### config.mk
export PLATFORM = sky130hd
export DESIGN_NAME = dsp_clock_reset_control
export DESIGN_NICKNAME = d
export VERILOG_FILES = /design/src/rtl/dsp_crc_pkg.sv /design/src/rtl/pin_sync.sv /design/src/rtl/wait_stretch.sv /design/src/rtl/dsp_clock_reset_control.sv
export VERILOG_INCLUDE_DIRS = /design/src /design/src/rtl
export SDC_FILE = /design/constraint.sdc
export NUM_CORES = 1
export LEC_CHECK = 0
export BUFFER_PORTS_ARGS = -buffer_cell sky130_fd_sc_hd__buf_2
export CORE_UTILIZATION = 40
export DETAILED_ROUTE_END_ITERATION = 8
export PLACE_DENSITY = 0.73
export SYNTH_ARGS = -nofsm -noshare
export SYNTH_HDL_FRONTEND = slang
export SYNTH_SLANG_ARGS = --single-unit
### constraint.sdc
create_clock -name mclk -period 2.2 [get_ports mclk]
set_input_delay 0.66 -clock mclk [delete_from_list [all_inputs] [get_ports mclk]]
set_output_delay 0.66 -clock mclk [all_outputs]
set_load 0.02 [all_outputs]
### src/rtl/dsp_crc_cfg.svh
`ifndef DSP_CRC_CFG_SVH
`define DSP_CRC_CFG_SVH

// ============================================================
// Register byte offsets on the Avalon-MM slave.
`define OFS_AUTOBUF_CTRL 5'h00
`define OFS_MODE_STATUS 5'h04
`define OFS_INT_MASK 5'h08
`define OFS_SYS_CTRL 5'h0C
`define OFS_STACK_PTRS 5'h10
`define OFS_SEQ_STATUS 5'h14

// ============================================================
// Field positions and writable masks.
`define CLOCK_OUTPUT_DISABLE_BIT 14
`define AUTOBUF_MASK 16'h7FFF
`define MODE_STATUS_MASK 16'h007F
`define IMASK_MASK 16'h03FF
`define SYS_CTRL_MASK 16'h1FFF
`define SYS_SIX_IRQ_BIT 12
`define WAIT_FIELD_W 3

// ============================================================
// Reset values.
`define AUTOBUF_RST 16'h0000
`define MODE_STATUS_RST 16'h0000
`define IMASK_RST 16'h0000
`define SYS_CTRL_RST 16'h0000
`define STACK_EMPTY 16'h0000
`define RESET_VECTOR 14'h0000

// ============================================================
// Lock count in input clock cycles, and the cycle clock phase pattern.
`define PLL_LOCK_CYCLES 12'h7D0
`define CYCLE_CLOCK_PATTERN 4'hA

`endif

### src/rtl/dsp_crc_pkg.sv
package dsp_crc_pkg;

    typedef enum logic [2:0] {
        ST_RESET,
        ST_BOOT,
        ST_FETCH,
        ST_RUN,
        ST_PWRDN
    } seq_state_e;

    typedef logic [15:0] reg16_t;
    typedef logic [13:0] addr14_t;

endpackage : dsp_crc_pkg

### src/rtl/pin_sync.sv
`timescale 1ns/1ps

module pin_sync #(
    parameter int W = 1,
    parameter logic [W-1:0] INIT = '0
) (
    input wire logic mclk,
    input wire logic rstn,
    input wire logic ce,
    input wire logic [W-1:0] din,
    output logic [W-1:0] dout
);

    logic [W-1:0] meta_ff;
    logic [W-1:0] dout_ff;

    // ============================================================
    // Two stages; the first stage feeds nothing but the second.
    always_ff @(posedge mclk or negedge rstn) begin
        if (!rstn) begin
            meta_ff <= INIT;
            dout_ff <= INIT;
        end else if (ce) begin
            meta_ff <= din;
            dout_ff <= meta_ff;
        end
    end

    assign dout = dout_ff;

endmodule : pin_sync

### src/rtl/wait_stretch.sv
`timescale 1ns/1ps

module wait_stretch (
    input wire logic mclk,
    input wire logic rstn,
    input wire logic ce,
    input wire logic start,
    input wire logic [2:0] waits,
    output logic busy,
    output logic done
);

    logic [2:0] cnt_ff;
    logic busy_ff;
    logic done_ff;

    // ============================================================
    // One base cycle plus the programmed number of wait states.
    always_ff @(posedge mclk or negedge rstn) begin
        if (!rstn) begin
            cnt_ff <= 3'h0;
            busy_ff <= 1'b0;
            done_ff <= 1'b0;
        end else if (ce) begin
            done_ff <= busy_ff && (cnt_ff == 3'h0);
            if (start && !busy_ff) begin
                busy_ff <= 1'b1;
                cnt_ff <= waits;
            end else if (busy_ff && cnt_ff == 3'h0) begin
                busy_ff <= 1'b0;
            end else if (busy_ff) begin
                cnt_ff <= cnt_ff - 3'h1;
            end
        end
    end

    assign busy = busy_ff;
    assign done = done_ff;

endmodule : wait_stretch

### src/rtl/dsp_clock_reset_control.sv
// The register addresses and the Avalon-MM slave port are this design's own decisions.
`timescale 1ns/1ps
`include "dsp_crc_cfg.svh"

module dsp_clock_reset_control (
    input wire logic mclk,
    input wire logic rstn,
    input wire logic ce,
    input wire logic [4:0] avs_address,
    input wire logic avs_read,
    input wire logic avs_write,
    input wire logic [31:0] avs_writedata,
    input wire logic [3:0] avs_byteenable,
    output logic [31:0] avs_readdata,
    output logic avs_waitrequest,
    input wire logic reset_pin_n,
    input wire logic bus_request_n,
    input wire logic boot_strap,
    input wire logic host_strap,
    input wire logic power_down_n,
    input wire logic [3:0] irq_pins,
    input wire logic [1:0] shared_pins,
    input wire logic boot_done,
    input wire logic ext_req,
    input wire logic [1:0] ext_space,
    input wire dsp_crc_pkg::addr14_t ext_addr,
    output logic master_reset,
    output logic boot_start,
    output logic fetch_start,
    output dsp_crc_pkg::addr14_t fetch_addr,
    output logic [3:0] cycle_clock_output,
    output logic [1:0] instr_slots,
    output logic power_down_ack,
    output logic [5:0] irq_req,
    output logic [1:0] sport1_in,
    output logic sport1_enable,
    output logic ext_ack,
    output logic ext_strobe_n,
    output dsp_crc_pkg::addr14_t ext_addr_pin,
    output dsp_crc_pkg::addr14_t ext_addr_oe_n
);
    import dsp_crc_pkg::*;

    // ============================================================
    // Pin synchronisers.
    logic [10:0] pins_s;
    logic pin_rst_n_s;
    logic bus_req_n_s;
    logic boot_strap_s;
    logic host_strap_s;
    logic pwd_n_s;
    logic [3:0] irq_s;
    logic [1:0] shared_s;

    // The reset pin starts low in the chain so no boot can begin early.
    pin_sync #(.W(11), .INIT(11'h01A)) u_pins (
        .mclk(mclk),
        .rstn(rstn),
        .ce(ce),
        .din({shared_pins, irq_pins, power_down_n, host_strap, boot_strap,
              bus_request_n, reset_pin_n}),
        .dout(pins_s)
    );

    assign pin_rst_n_s = pins_s[0];
    assign bus_req_n_s = pins_s[1];
    assign boot_strap_s = pins_s[2];
    assign host_strap_s = pins_s[3];
    assign pwd_n_s = pins_s[4];
    assign irq_s = pins_s[8:5];
    assign shared_s = pins_s[10:9];

    // ============================================================
    // Lock tracking and master reset.
    logic [11:0] lock_cnt_ff;
    logic locked_ff;
    logic mrst;

    // Only the supply-level reset clears the lock, so a pin reset later
    // on leaves the clock running and costs no stabilisation time.
    always_ff @(posedge mclk or negedge rstn) begin
        if (!rstn) begin
            lock_cnt_ff <= 12'h000;
            locked_ff <= 1'b0;
        end else if (ce && !locked_ff) begin
            lock_cnt_ff <= lock_cnt_ff + 12'h001;
            locked_ff <= (lock_cnt_ff == `PLL_LOCK_CYCLES - 12'h001);
        end
    end

    assign mrst = !pin_rst_n_s || !locked_ff;
    assign master_reset = mrst;

    // ============================================================
    // Avalon-MM slave: one wait state on every access.
    reg16_t autobuf_ff;
    reg16_t mode_status_ff;
    reg16_t imask_ff;
    reg16_t sys_ctrl_ff;
    reg16_t stack_ff;
    logic ack_ff;
    logic [31:0] rdata_ff;
    logic access;
    logic wr_take;
    logic sel_ab;
    logic sel_ms;
    logic sel_im;
    logic sel_sc;
    logic sel_sp;
    logic sel_st;
    logic [15:0] be_mask;
    logic [15:0] wdata;
    logic [15:0] rd_mux;
    logic [15:0] seq_status;
    seq_state_e state_ff;
    logic host_mode_ff;
    logic boot_cfg_ff;

    assign access = avs_read || avs_write;
    assign avs_waitrequest = access && !(ack_ff && ce);
    assign wr_take = avs_write && ack_ff && ce;
    assign sel_ab = (avs_address == `OFS_AUTOBUF_CTRL);
    assign sel_ms = (avs_address == `OFS_MODE_STATUS);
    assign sel_im = (avs_address == `OFS_INT_MASK);
    assign sel_sc = (avs_address == `OFS_SYS_CTRL);
    assign sel_sp = (avs_address == `OFS_STACK_PTRS);
    assign sel_st = (avs_address == `OFS_SEQ_STATUS);
    assign be_mask = {{8{avs_byteenable[1]}}, {8{avs_byteenable[0]}}};
    assign wdata = avs_writedata[15:0];
    assign seq_status = {9'h000, boot_cfg_ff, host_mode_ff, locked_ff, mrst,
                         state_ff};
    assign rd_mux = sel_ab ? autobuf_ff :
                    sel_ms ? mode_status_ff :
                    sel_im ? imask_ff :
                    sel_sc ? sys_ctrl_ff :
                    sel_sp ? stack_ff :
                    sel_st ? seq_status : 16'h0000;

    function automatic reg16_t merge(input reg16_t old, input reg16_t nw,
                                     input reg16_t be, input reg16_t msk);
        merge = ((old & ~be) | (nw & be)) & msk;
    endfunction : merge

    always_ff @(posedge mclk or negedge rstn) begin
        if (!rstn) begin
            ack_ff <= 1'b0;
            rdata_ff <= 32'h0000_0000;
        end else if (ce) begin
            ack_ff <= access && !ack_ff;
            rdata_ff <= {16'h0000, rd_mux};
        end
    end

    assign avs_readdata = rdata_ff;

    // Master reset wins over a software write in the same cycle.
    always_ff @(posedge mclk or negedge rstn) begin
        if (!rstn) begin
            autobuf_ff <= `AUTOBUF_RST;
            mode_status_ff <= `MODE_STATUS_RST;
            imask_ff <= `IMASK_RST;
            sys_ctrl_ff <= `SYS_CTRL_RST;
            stack_ff <= `STACK_EMPTY;
        end else if (ce && mrst) begin
            mode_status_ff <= `MODE_STATUS_RST;
            imask_ff <= `IMASK_RST;
            stack_ff <= `STACK_EMPTY;
        end else if (wr_take) begin
            if (sel_ab) autobuf_ff <= merge(autobuf_ff, wdata, be_mask, `AUTOBUF_MASK);
            if (sel_ms) mode_status_ff <= merge(mode_status_ff, wdata, be_mask, `MODE_STATUS_MASK);
            if (sel_im) imask_ff <= merge(imask_ff, wdata, be_mask, `IMASK_MASK);
            if (sel_sc) sys_ctrl_ff <= merge(sys_ctrl_ff, wdata, be_mask, `SYS_CTRL_MASK);
            if (sel_sp) stack_ff <= merge(stack_ff, wdata, be_mask, 16'hFFFF);
        end
    end

    // ============================================================
    // Straps are looked at only while master reset is active.
    always_ff @(posedge mclk or negedge rstn) begin
        if (!rstn) begin
            host_mode_ff <= 1'b0;
            boot_cfg_ff <= 1'b0;
        end else if (ce && mrst) begin
            host_mode_ff <= host_strap_s;
            boot_cfg_ff <= boot_strap_s;
        end
    end

    // ============================================================
    // Start-up sequencer.
    seq_state_e nxt_state;
    logic go_boot;
    logic go_fetch;
    logic boot_start_ff;
    logic fetch_start_ff;
    addr14_t fetch_addr_ff;

    assign go_boot = (state_ff == ST_RESET) && !mrst && boot_cfg_ff && bus_req_n_s;

    always_comb begin
        nxt_state = state_ff;
        unique case (state_ff)
            ST_RESET: begin
                if (!mrst) begin
                    nxt_state = go_boot ? ST_BOOT : ST_FETCH;
                end
            end
            ST_BOOT: begin
                if (boot_done) begin
                    nxt_state = ST_FETCH;
                end
            end
            ST_FETCH: begin
                nxt_state = ST_RUN;
            end
            ST_RUN: begin
                if (!pwd_n_s) begin
                    nxt_state = ST_PWRDN;
                end
            end
            ST_PWRDN: begin
                if (pwd_n_s) begin
                    nxt_state = ST_RUN;
                end
            end
        endcase
        if (mrst) begin
            nxt_state = ST_RESET;
        end
    end

    assign go_fetch = (state_ff == ST_FETCH) && !mrst;

    always_ff @(posedge mclk or negedge rstn) begin
        if (!rstn) begin
            state_ff <= ST_RESET;
            boot_start_ff <= 1'b0;
            fetch_start_ff <= 1'b0;
            fetch_addr_ff <= `RESET_VECTOR;
        end else if (ce) begin
            state_ff <= nxt_state;
            boot_start_ff <= go_boot;
            fetch_start_ff <= go_fetch;
            if (go_fetch) begin
                fetch_addr_ff <= `RESET_VECTOR;
            end
        end
    end

    assign boot_start = boot_start_ff;
    assign fetch_start = fetch_start_ff;
    assign fetch_addr = fetch_addr_ff;

    // ============================================================
    // Cycle clock and instruction slots. A single mclk edge cannot show a
    // clock at twice its rate, so four phase bits per input period go to
    // an output serialiser: two full cycle-clock periods per mclk.
    logic clk_dis;
    logic clk_stop;
    logic [3:0] cycle_clock_output_ff;
    logic [1:0] slots_ff;
    logic pwd_ack_ff;

    assign clk_dis = autobuf_ff[`CLOCK_OUTPUT_DISABLE_BIT];
    assign clk_stop = !locked_ff || (state_ff == ST_PWRDN);

    always_ff @(posedge mclk or negedge rstn) begin
        if (!rstn) begin
            cycle_clock_output_ff <= 4'h0;
            slots_ff <= 2'h0;
            pwd_ack_ff <= 1'b0;
        end else if (ce) begin
            cycle_clock_output_ff <= (clk_stop || clk_dis) ? 4'h0 : `CYCLE_CLOCK_PATTERN;
            slots_ff <= (state_ff == ST_RUN && !mrst) ? 2'h3 : 2'h0;
            pwd_ack_ff <= (state_ff == ST_PWRDN);
        end
    end

    assign cycle_clock_output = cycle_clock_output_ff;
    assign instr_slots = slots_ff;
    assign power_down_ack = pwd_ack_ff;

    // ============================================================
    // Interrupt and serial pin sharing.
    logic six_irq;
    logic [5:0] irq_lines;
    logic [5:0] irq_req_ff;

    assign six_irq = sys_ctrl_ff[`SYS_SIX_IRQ_BIT];
    assign irq_lines = {six_irq ? shared_s : 2'h0, irq_s};
    assign sport1_in = six_irq ? 2'h0 : shared_s;
    assign sport1_enable = !six_irq;

    always_ff @(posedge mclk or negedge rstn) begin
        if (!rstn) begin
            irq_req_ff <= 6'h00;
        end else if (ce) begin
            irq_req_ff <= irq_lines & imask_ff[5:0];
        end
    end

    assign irq_req = irq_req_ff;

    // ============================================================
    // External access with wait states and host addressing.
    logic [2:0] wait_sel;
    logic ws_busy;
    logic ws_done;
    addr14_t addr_pin_ff;

    assign wait_sel = (ext_space == 2'h0) ? sys_ctrl_ff[2:0] :
                      (ext_space == 2'h1) ? sys_ctrl_ff[5:3] :
                      (ext_space == 2'h2) ? sys_ctrl_ff[8:6] : sys_ctrl_ff[11:9];

    wait_stretch u_wait (
        .mclk(mclk),
        .rstn(rstn),
        .ce(ce),
        .start(ext_req && (state_ff == ST_RUN)),
        .waits(wait_sel),
        .busy(ws_busy),
        .done(ws_done)
    );

    always_ff @(posedge mclk or negedge rstn) begin
        if (!rstn) begin
            addr_pin_ff <= 14'h0000;
        end else if (ce && mrst) begin
            // The straps may switch host mode here, so no stale upper address may survive.
            addr_pin_ff <= 14'h0000;
        end else if (ce && ext_req && !ws_busy) begin
            addr_pin_ff <= host_mode_ff ? {13'h0000, ext_addr[0]} : ext_addr;
        end
    end

    assign ext_addr_pin = addr_pin_ff;
    assign ext_addr_oe_n = host_mode_ff ? 14'h3FFE : 14'h0000;
    assign ext_strobe_n = !ws_busy;
    assign ext_ack = ws_done;

    // ============================================================
    // Checks.
    chk_mrst_clears: assert property (@(posedge mclk) disable iff (!rstn)
        (ce && mrst) |=> (mode_status_ff == 16'h0000 && imask_ff == 16'h0000 && stack_ff == 16'h0000))
        else $error("master reset did not clear status, mask and stacks");
    chk_pin_reset: assert property (@(posedge mclk) disable iff (!rstn)
        (ce && !pin_rst_n_s) |-> master_reset ##1 (state_ff == ST_RESET))
        else $error("reset pin did not hold the sequencer in reset");
    chk_cycle_clock_output_gated: assert property (@(posedge mclk) disable iff (!rstn)
        (ce && clk_dis) |=> (cycle_clock_output == 4'h0))
        else $error("cycle clock output not gated by disable bit");
    chk_cycle_clock_output_runs: assert property (@(posedge mclk) disable iff (!rstn)
        (ce && !clk_dis && !clk_stop) |=> (cycle_clock_output == 4'hA))
        else $error("cycle clock output not toggling at cycle rate");
    chk_slot_issue: assert property (@(posedge mclk) disable iff (!rstn)
        (ce && state_ff == ST_RUN && !mrst) |=> (instr_slots == 2'h3))
        else $error("two instruction slots not issued per input period");
    chk_boot_gate: assert property (@(posedge mclk) disable iff (!rstn)
        boot_start |-> $past(boot_cfg_ff && bus_req_n_s && pin_rst_n_s))
        else $error("boot started while not configured or bus requested");
    chk_first_fetch: assert property (@(posedge mclk) disable iff (!rstn)
        fetch_start |-> (fetch_addr == 14'h0000 && state_ff == ST_RUN))
        else $error("first fetch not from address zero");
    chk_lock_holds: assert property (@(posedge mclk) disable iff (!rstn)
        locked_ff |=> locked_ff)
        else $error("clock lock lost after power-up");
    chk_irq_share: assert property (@(posedge mclk) disable iff (!rstn)
        (irq_lines[5:4] != 2'h0) |-> (six_irq && !sport1_enable))
        else $error("shared pins used as interrupts in two-port mode");
    chk_host_addr: assert property (@(posedge mclk) disable iff (!rstn)
        host_mode_ff |-> (ext_addr_oe_n[13:1] == 13'h1FFF && ext_addr_pin[13:1] == 13'h0000))
        else $error("host mode drives upper address lines");
    chk_wait_ack: assert property (@(posedge mclk) disable iff (!rstn)
        (ce && ext_req && state_ff == ST_RUN && !ws_busy && wait_sel == 3'h0)
        |=> ws_busy ##1 ext_ack)
        else $error("zero-wait access not acknowledged on time");

endmodule : dsp_clock_reset_control

# --- Word level (Yosys, flattened, before mapping) ---
# Cells that the tools add are included.
op_classes:
  addsub: 2
  n_eq_ne: 16
  muxes: 37
  n_bitwise: 14
  reduce_logical: 47
ops:
  columns: ["op", "count"]
  rows:
  - ["16-bit two-way mux", 14]
  - ["14-bit two-way mux", 4]
  - ["16-bit AND", 2]
  - ["3-bit two-way mux", 10]
  - ["1-bit logical AND", 17]
  - ["16-bit inverter", 1]
  - ["16-bit OR", 1]
  - ["15-bit AND", 1]
  - ["15-bit OR", 1]
  - ["3-bit case mux with 5 select lines", 1]
  - ["2-bit nonzero test", 7]
  - ["13-bit AND", 1]
  - ["13-bit OR", 1]
  - ["12-bit by 1-bit adder with 12-bit output, second input constant", 1]
  - ["12-bit by 11-bit == test with 1-bit output, second input constant", 1]
  - ["10-bit AND", 1]
  - ["5-bit by 4-bit == test with 1-bit output, second input constant", 2]
  - ["5-bit == test, second input constant", 2]
  - ["10-bit OR", 1]
  - ["3-bit AND reduction", 3]
  - ["2-bit two-way mux", 4]
  - ["2-bit AND reduction", 4]
  - ["7-bit AND", 1]
  - ["1-bit logical NOT", 7]
  - ["other kinds (21)", 28]
word_totals:
  register_bits: 167
  inputBits: 75
  out_inout_bits: 96

# --- Depth between registers and ports, before layout ---
logic_depth:
  word_depth: 9
  ltp_mapped: 7

# --- Cells and area by module ---
# Synthesis repeated with hierarchy kept, for this count alone.
unflattened:
  cells_unflattened: 674
  hier_area_um2: 7211.9
by_module_without_submodules:
  columns: ["mod", "instances", "cells_each", "area_per_inst_um2"]
  rows:
  - ["dsp_clock_reset_control", 1, 598, 6073.3]
  - ["pin_sync", 1, 46, 828.3]
  - ["wait_stretch", 1, 30, 310.3]

# --- Worst setup path after synthesis ---
# Ideal clock, no wire load.
synth_path:
  path_type: "input to register"
  startpoint: "in avs_address[4]"
  endpoint: "reg (tool-made name)"
  setup_ps: 125
  arrival_ps: 2342
  required_time_ps: 2075
  setup_slack_ps: -267
  path_stages: 7
  path_buffers: 3
  path_cell_list: "buf_6 -> or3_1 -> buf_2 -> or3_1 -> buf_2 -> nor3_4 -> mux2_2"
synth_rtl:
  columns: ["element", "line", "rtl"]
  rows:
  - ["from (decl)", "dsp_clock_reset_control.sv:9", "input wire logic [4:0] avs_address,"]

==> summary.txt <==
Status
  – Status: finished, final reports clean

Cells and area
  – Multi-input gate area in the final layout: 2890 um2
  – Fin nets: 828
  – Share of layout cells above drive strength 1: 0.354
  – Diode count: 0
  – FF+latch area: 3710 um2
  – Area Growth Syn to Fin: 22.0%
  – Final Util: 0.499
  – Layout fillers: ~1500

Floorplanning
  – Row count: 48
  – DIE HEIGHT: 135 um
  – Die X: between 100 and 150 um
  – Starting Density: 0.409
  – Core area: roughly 17000 um2
  – I/O pin total: between 150 and 200
  – Die area: about 18000 um2

Placed design
  – Placer Congestion: 0.849
  – Port bufs: around 120
  – HPWL Detailed: 12.0 mm

Drt
  – DRT antenna net count: 0
  – Vias/cell: 5.26
  – DRC: 0
  – Via count: just over 5000
  – Initial drt markers: 342
  – Total Wirelength: 16.6 mm
  – Routed len/inst: 16.8 um
  – Pre-antenna DRT Iters: 5

Timing
  – Worst Max-Slew Pin Slew: 0.699 ns
  – Endpoints failing setup: 0
  – Min cycle time layout: roughly 2.1 ns
  – TNS Setup: 0 ns
  – Max Clk Rate: 488 MHz
  – RSZ-0062 raised after global routing: false
  – Max Slew Vio Count: 0
  – Hold WS: 0.109 ns
  – Hold Vio Cnt, Final: 0
  – Clock skew: 0.0113 ns
  – Period utilization: 0.932
  – Slew Limit Headroom: 0.534

Clock tree
  – Post-CTS setup buffer count: 0
  – TritonCTS clock tree: yes
  – CTS resizes: 0
  – Root Driver: clkbuf_16
  – Number of H-tree levels: 4
  – Clock Path Buffers: 2
  – Clock slew at reported path FFs: 0.06 ns
  – Clk sinks: roughly 150
  – CTS buffer count: 17
  – Clk_lat worst skew: 0.42 ns
  – Hold_buf cts: 0

Yosys
  – Avg Cell Area, Syn: 11.4 um2
  – Post-synth ARST share: 1.00
  – Top cells by area, synth: dfrtp_1 50%, mux2_2 8.8%, mux2i_1 5.3%
  – Sequential share of the synthesized area: 0.526
  – Post-Syn Area: a little over 7000 um2
  – Post-Syn Instances: 619
  – Yosys warnings: 0
  – Synth Flop Type: dfrtp_1
  – Synthesis-stage register bit count: 148
  – Leading area contributor after synthesis: dfrtp_1
  – Top post-synthesis cells by count: 142 x dfrtp_1, 62 x nor2_1, 55 x mux2_2, 48 x buf_4, 37 x mux2i_1
  – Most frequent cell after synthesis: dfrtp_1
  – Netlist cell types: 56
  – Number of flops mapped to enable cells by yosys: 0
  – Top-area cell type share of the netlist area: 0.504

Global routing
  – Vias in the first global route: slightly above 5000
  – Grt ovf: 0
  – First-pass GRT wire length: about 26 mm
  – GR Util All Layers: 0.191
  – Initial antenna violation count: 0
  – Largest net degree at the start of global routing: 44

Worst setup path
  – Worst-path fanout max: 8
  – Worst path slowest cell: or4_4
  – CP cell instances: buf_2, or4b_1, or4_4, mux2_4
  – Delay-heaviest family, CP: simple AND/OR/NAND/NOR gates
  – Startpoint types: input port
  – CP Class: input port to flip-flop
  – Req. time, crit path: 2.50 ns
  – Worst reg-to-reg setup slack: 0.41 ns
  – Crit-path max cell delay: ~0.65 ns
  – Worst setup EP type: flip-flop
  – Worst Path Buf+Inv: 1
  – CP arrival: between 2 and 2.5 ns

Hold path
  – Tightest Hold Check Type: input port to asynchronous set/reset pin

Power
  – PD cells: 804 nW/um2
  – Pwr Total: about 0.0069 W
  – Leak: between 4 and 5 nW
  – Maximum VDD drop: 0.641 mV

Job
  – Max Cap Violations: 0
## worst register-to-register path: stages (launching register included)
cell	delay (ns)
dfrtp_1	0.47
nand4_1	0.17
or4_1	0.67
mux2_2	0.35
## final cells by class
class / instances / share of cell area
Inverter: 20 / 0.00873
Multi-Input combinational cell: 399 / 0.336
Tap cell: 225 / 0.0327
Sequential cell: 148 / 0.431
Clock inverter: 8 / 0.0144
Clock buffer: 23 / 0.0567
Timing Repair Buffer: 164 / 0.119
## cell usage in the layout (no fill, tap or decap), types with 15 or more instances in the layout
master,n
buf_2,118
buf_4,38
conb_1,33
dfrtp_1,142
mux2i_1,37
inv_1,20
nand2_1,15
o21ai_0,30
a22o_1,26
clkbuf_16,17
mux2_2,53
nor2_1,62
## metrics by stage
| stage | cell area [um2] | std cells | setup slack, ns |
|---|---|---|---|
| finish | 8600 | 987 | 0.150 |
| global route | 8600 | 987 | 0.130 |
| CTS | 8600 | 987 | 0.170 |
| detailed placement | 7990 | 956 | -0.276 |
| global placement | 7990 | 956 | -0.264 |
| floorplan | 7200 | 651 | -0.265 |
## power by group
part,switching (W),internal (W)
logic,0.000521,0.000353
registers,0.000154,0.00290
clock network,0.00108,0.00190
total,0.00176,0.00515
## logic make-up (layout without fill, tap and decap cells)
kind of cell,Yosys count,in the layout,synth area share
other,1,33,0.000532
buffers and inverters,104,215,0.0827
muxes,95,95,0.150
xor gates and xnor gates,11,11,0.0137
and+or+nand+nor,157,157,0.119
AOI/OAI and AO/OA,100,100,0.102
adders and majority gates,3,3,0.00533
DFF,148,148,0.526
## worst paths after layout
kind / startpoint / to / cells past startpoint
max: avs_address[0] / flip-flop / 4
min reg2reg: lock_cnt_ff[3] / lock_cnt_ff[3] / 1
min in group mclk: lock_cnt_ff[3] / lock_cnt_ff[3] / 1
max reg2reg: ack_ff / flip-flop / 3
max in group asynchronous: rstn / u_pins.dout[3] / 2
min: rstn / imask_ff[8] / 1
## metal layers
metal  up-vias  share of wire  track usage
met3        29          0.055       0.0450
met1      2574           0.45        0.249
li1       2397              -            -
met4         0          0.023       0.0749
met5         -              0            0
met2       194           0.47        0.306
No activity file was read; power rests on OpenSTA's default activity.
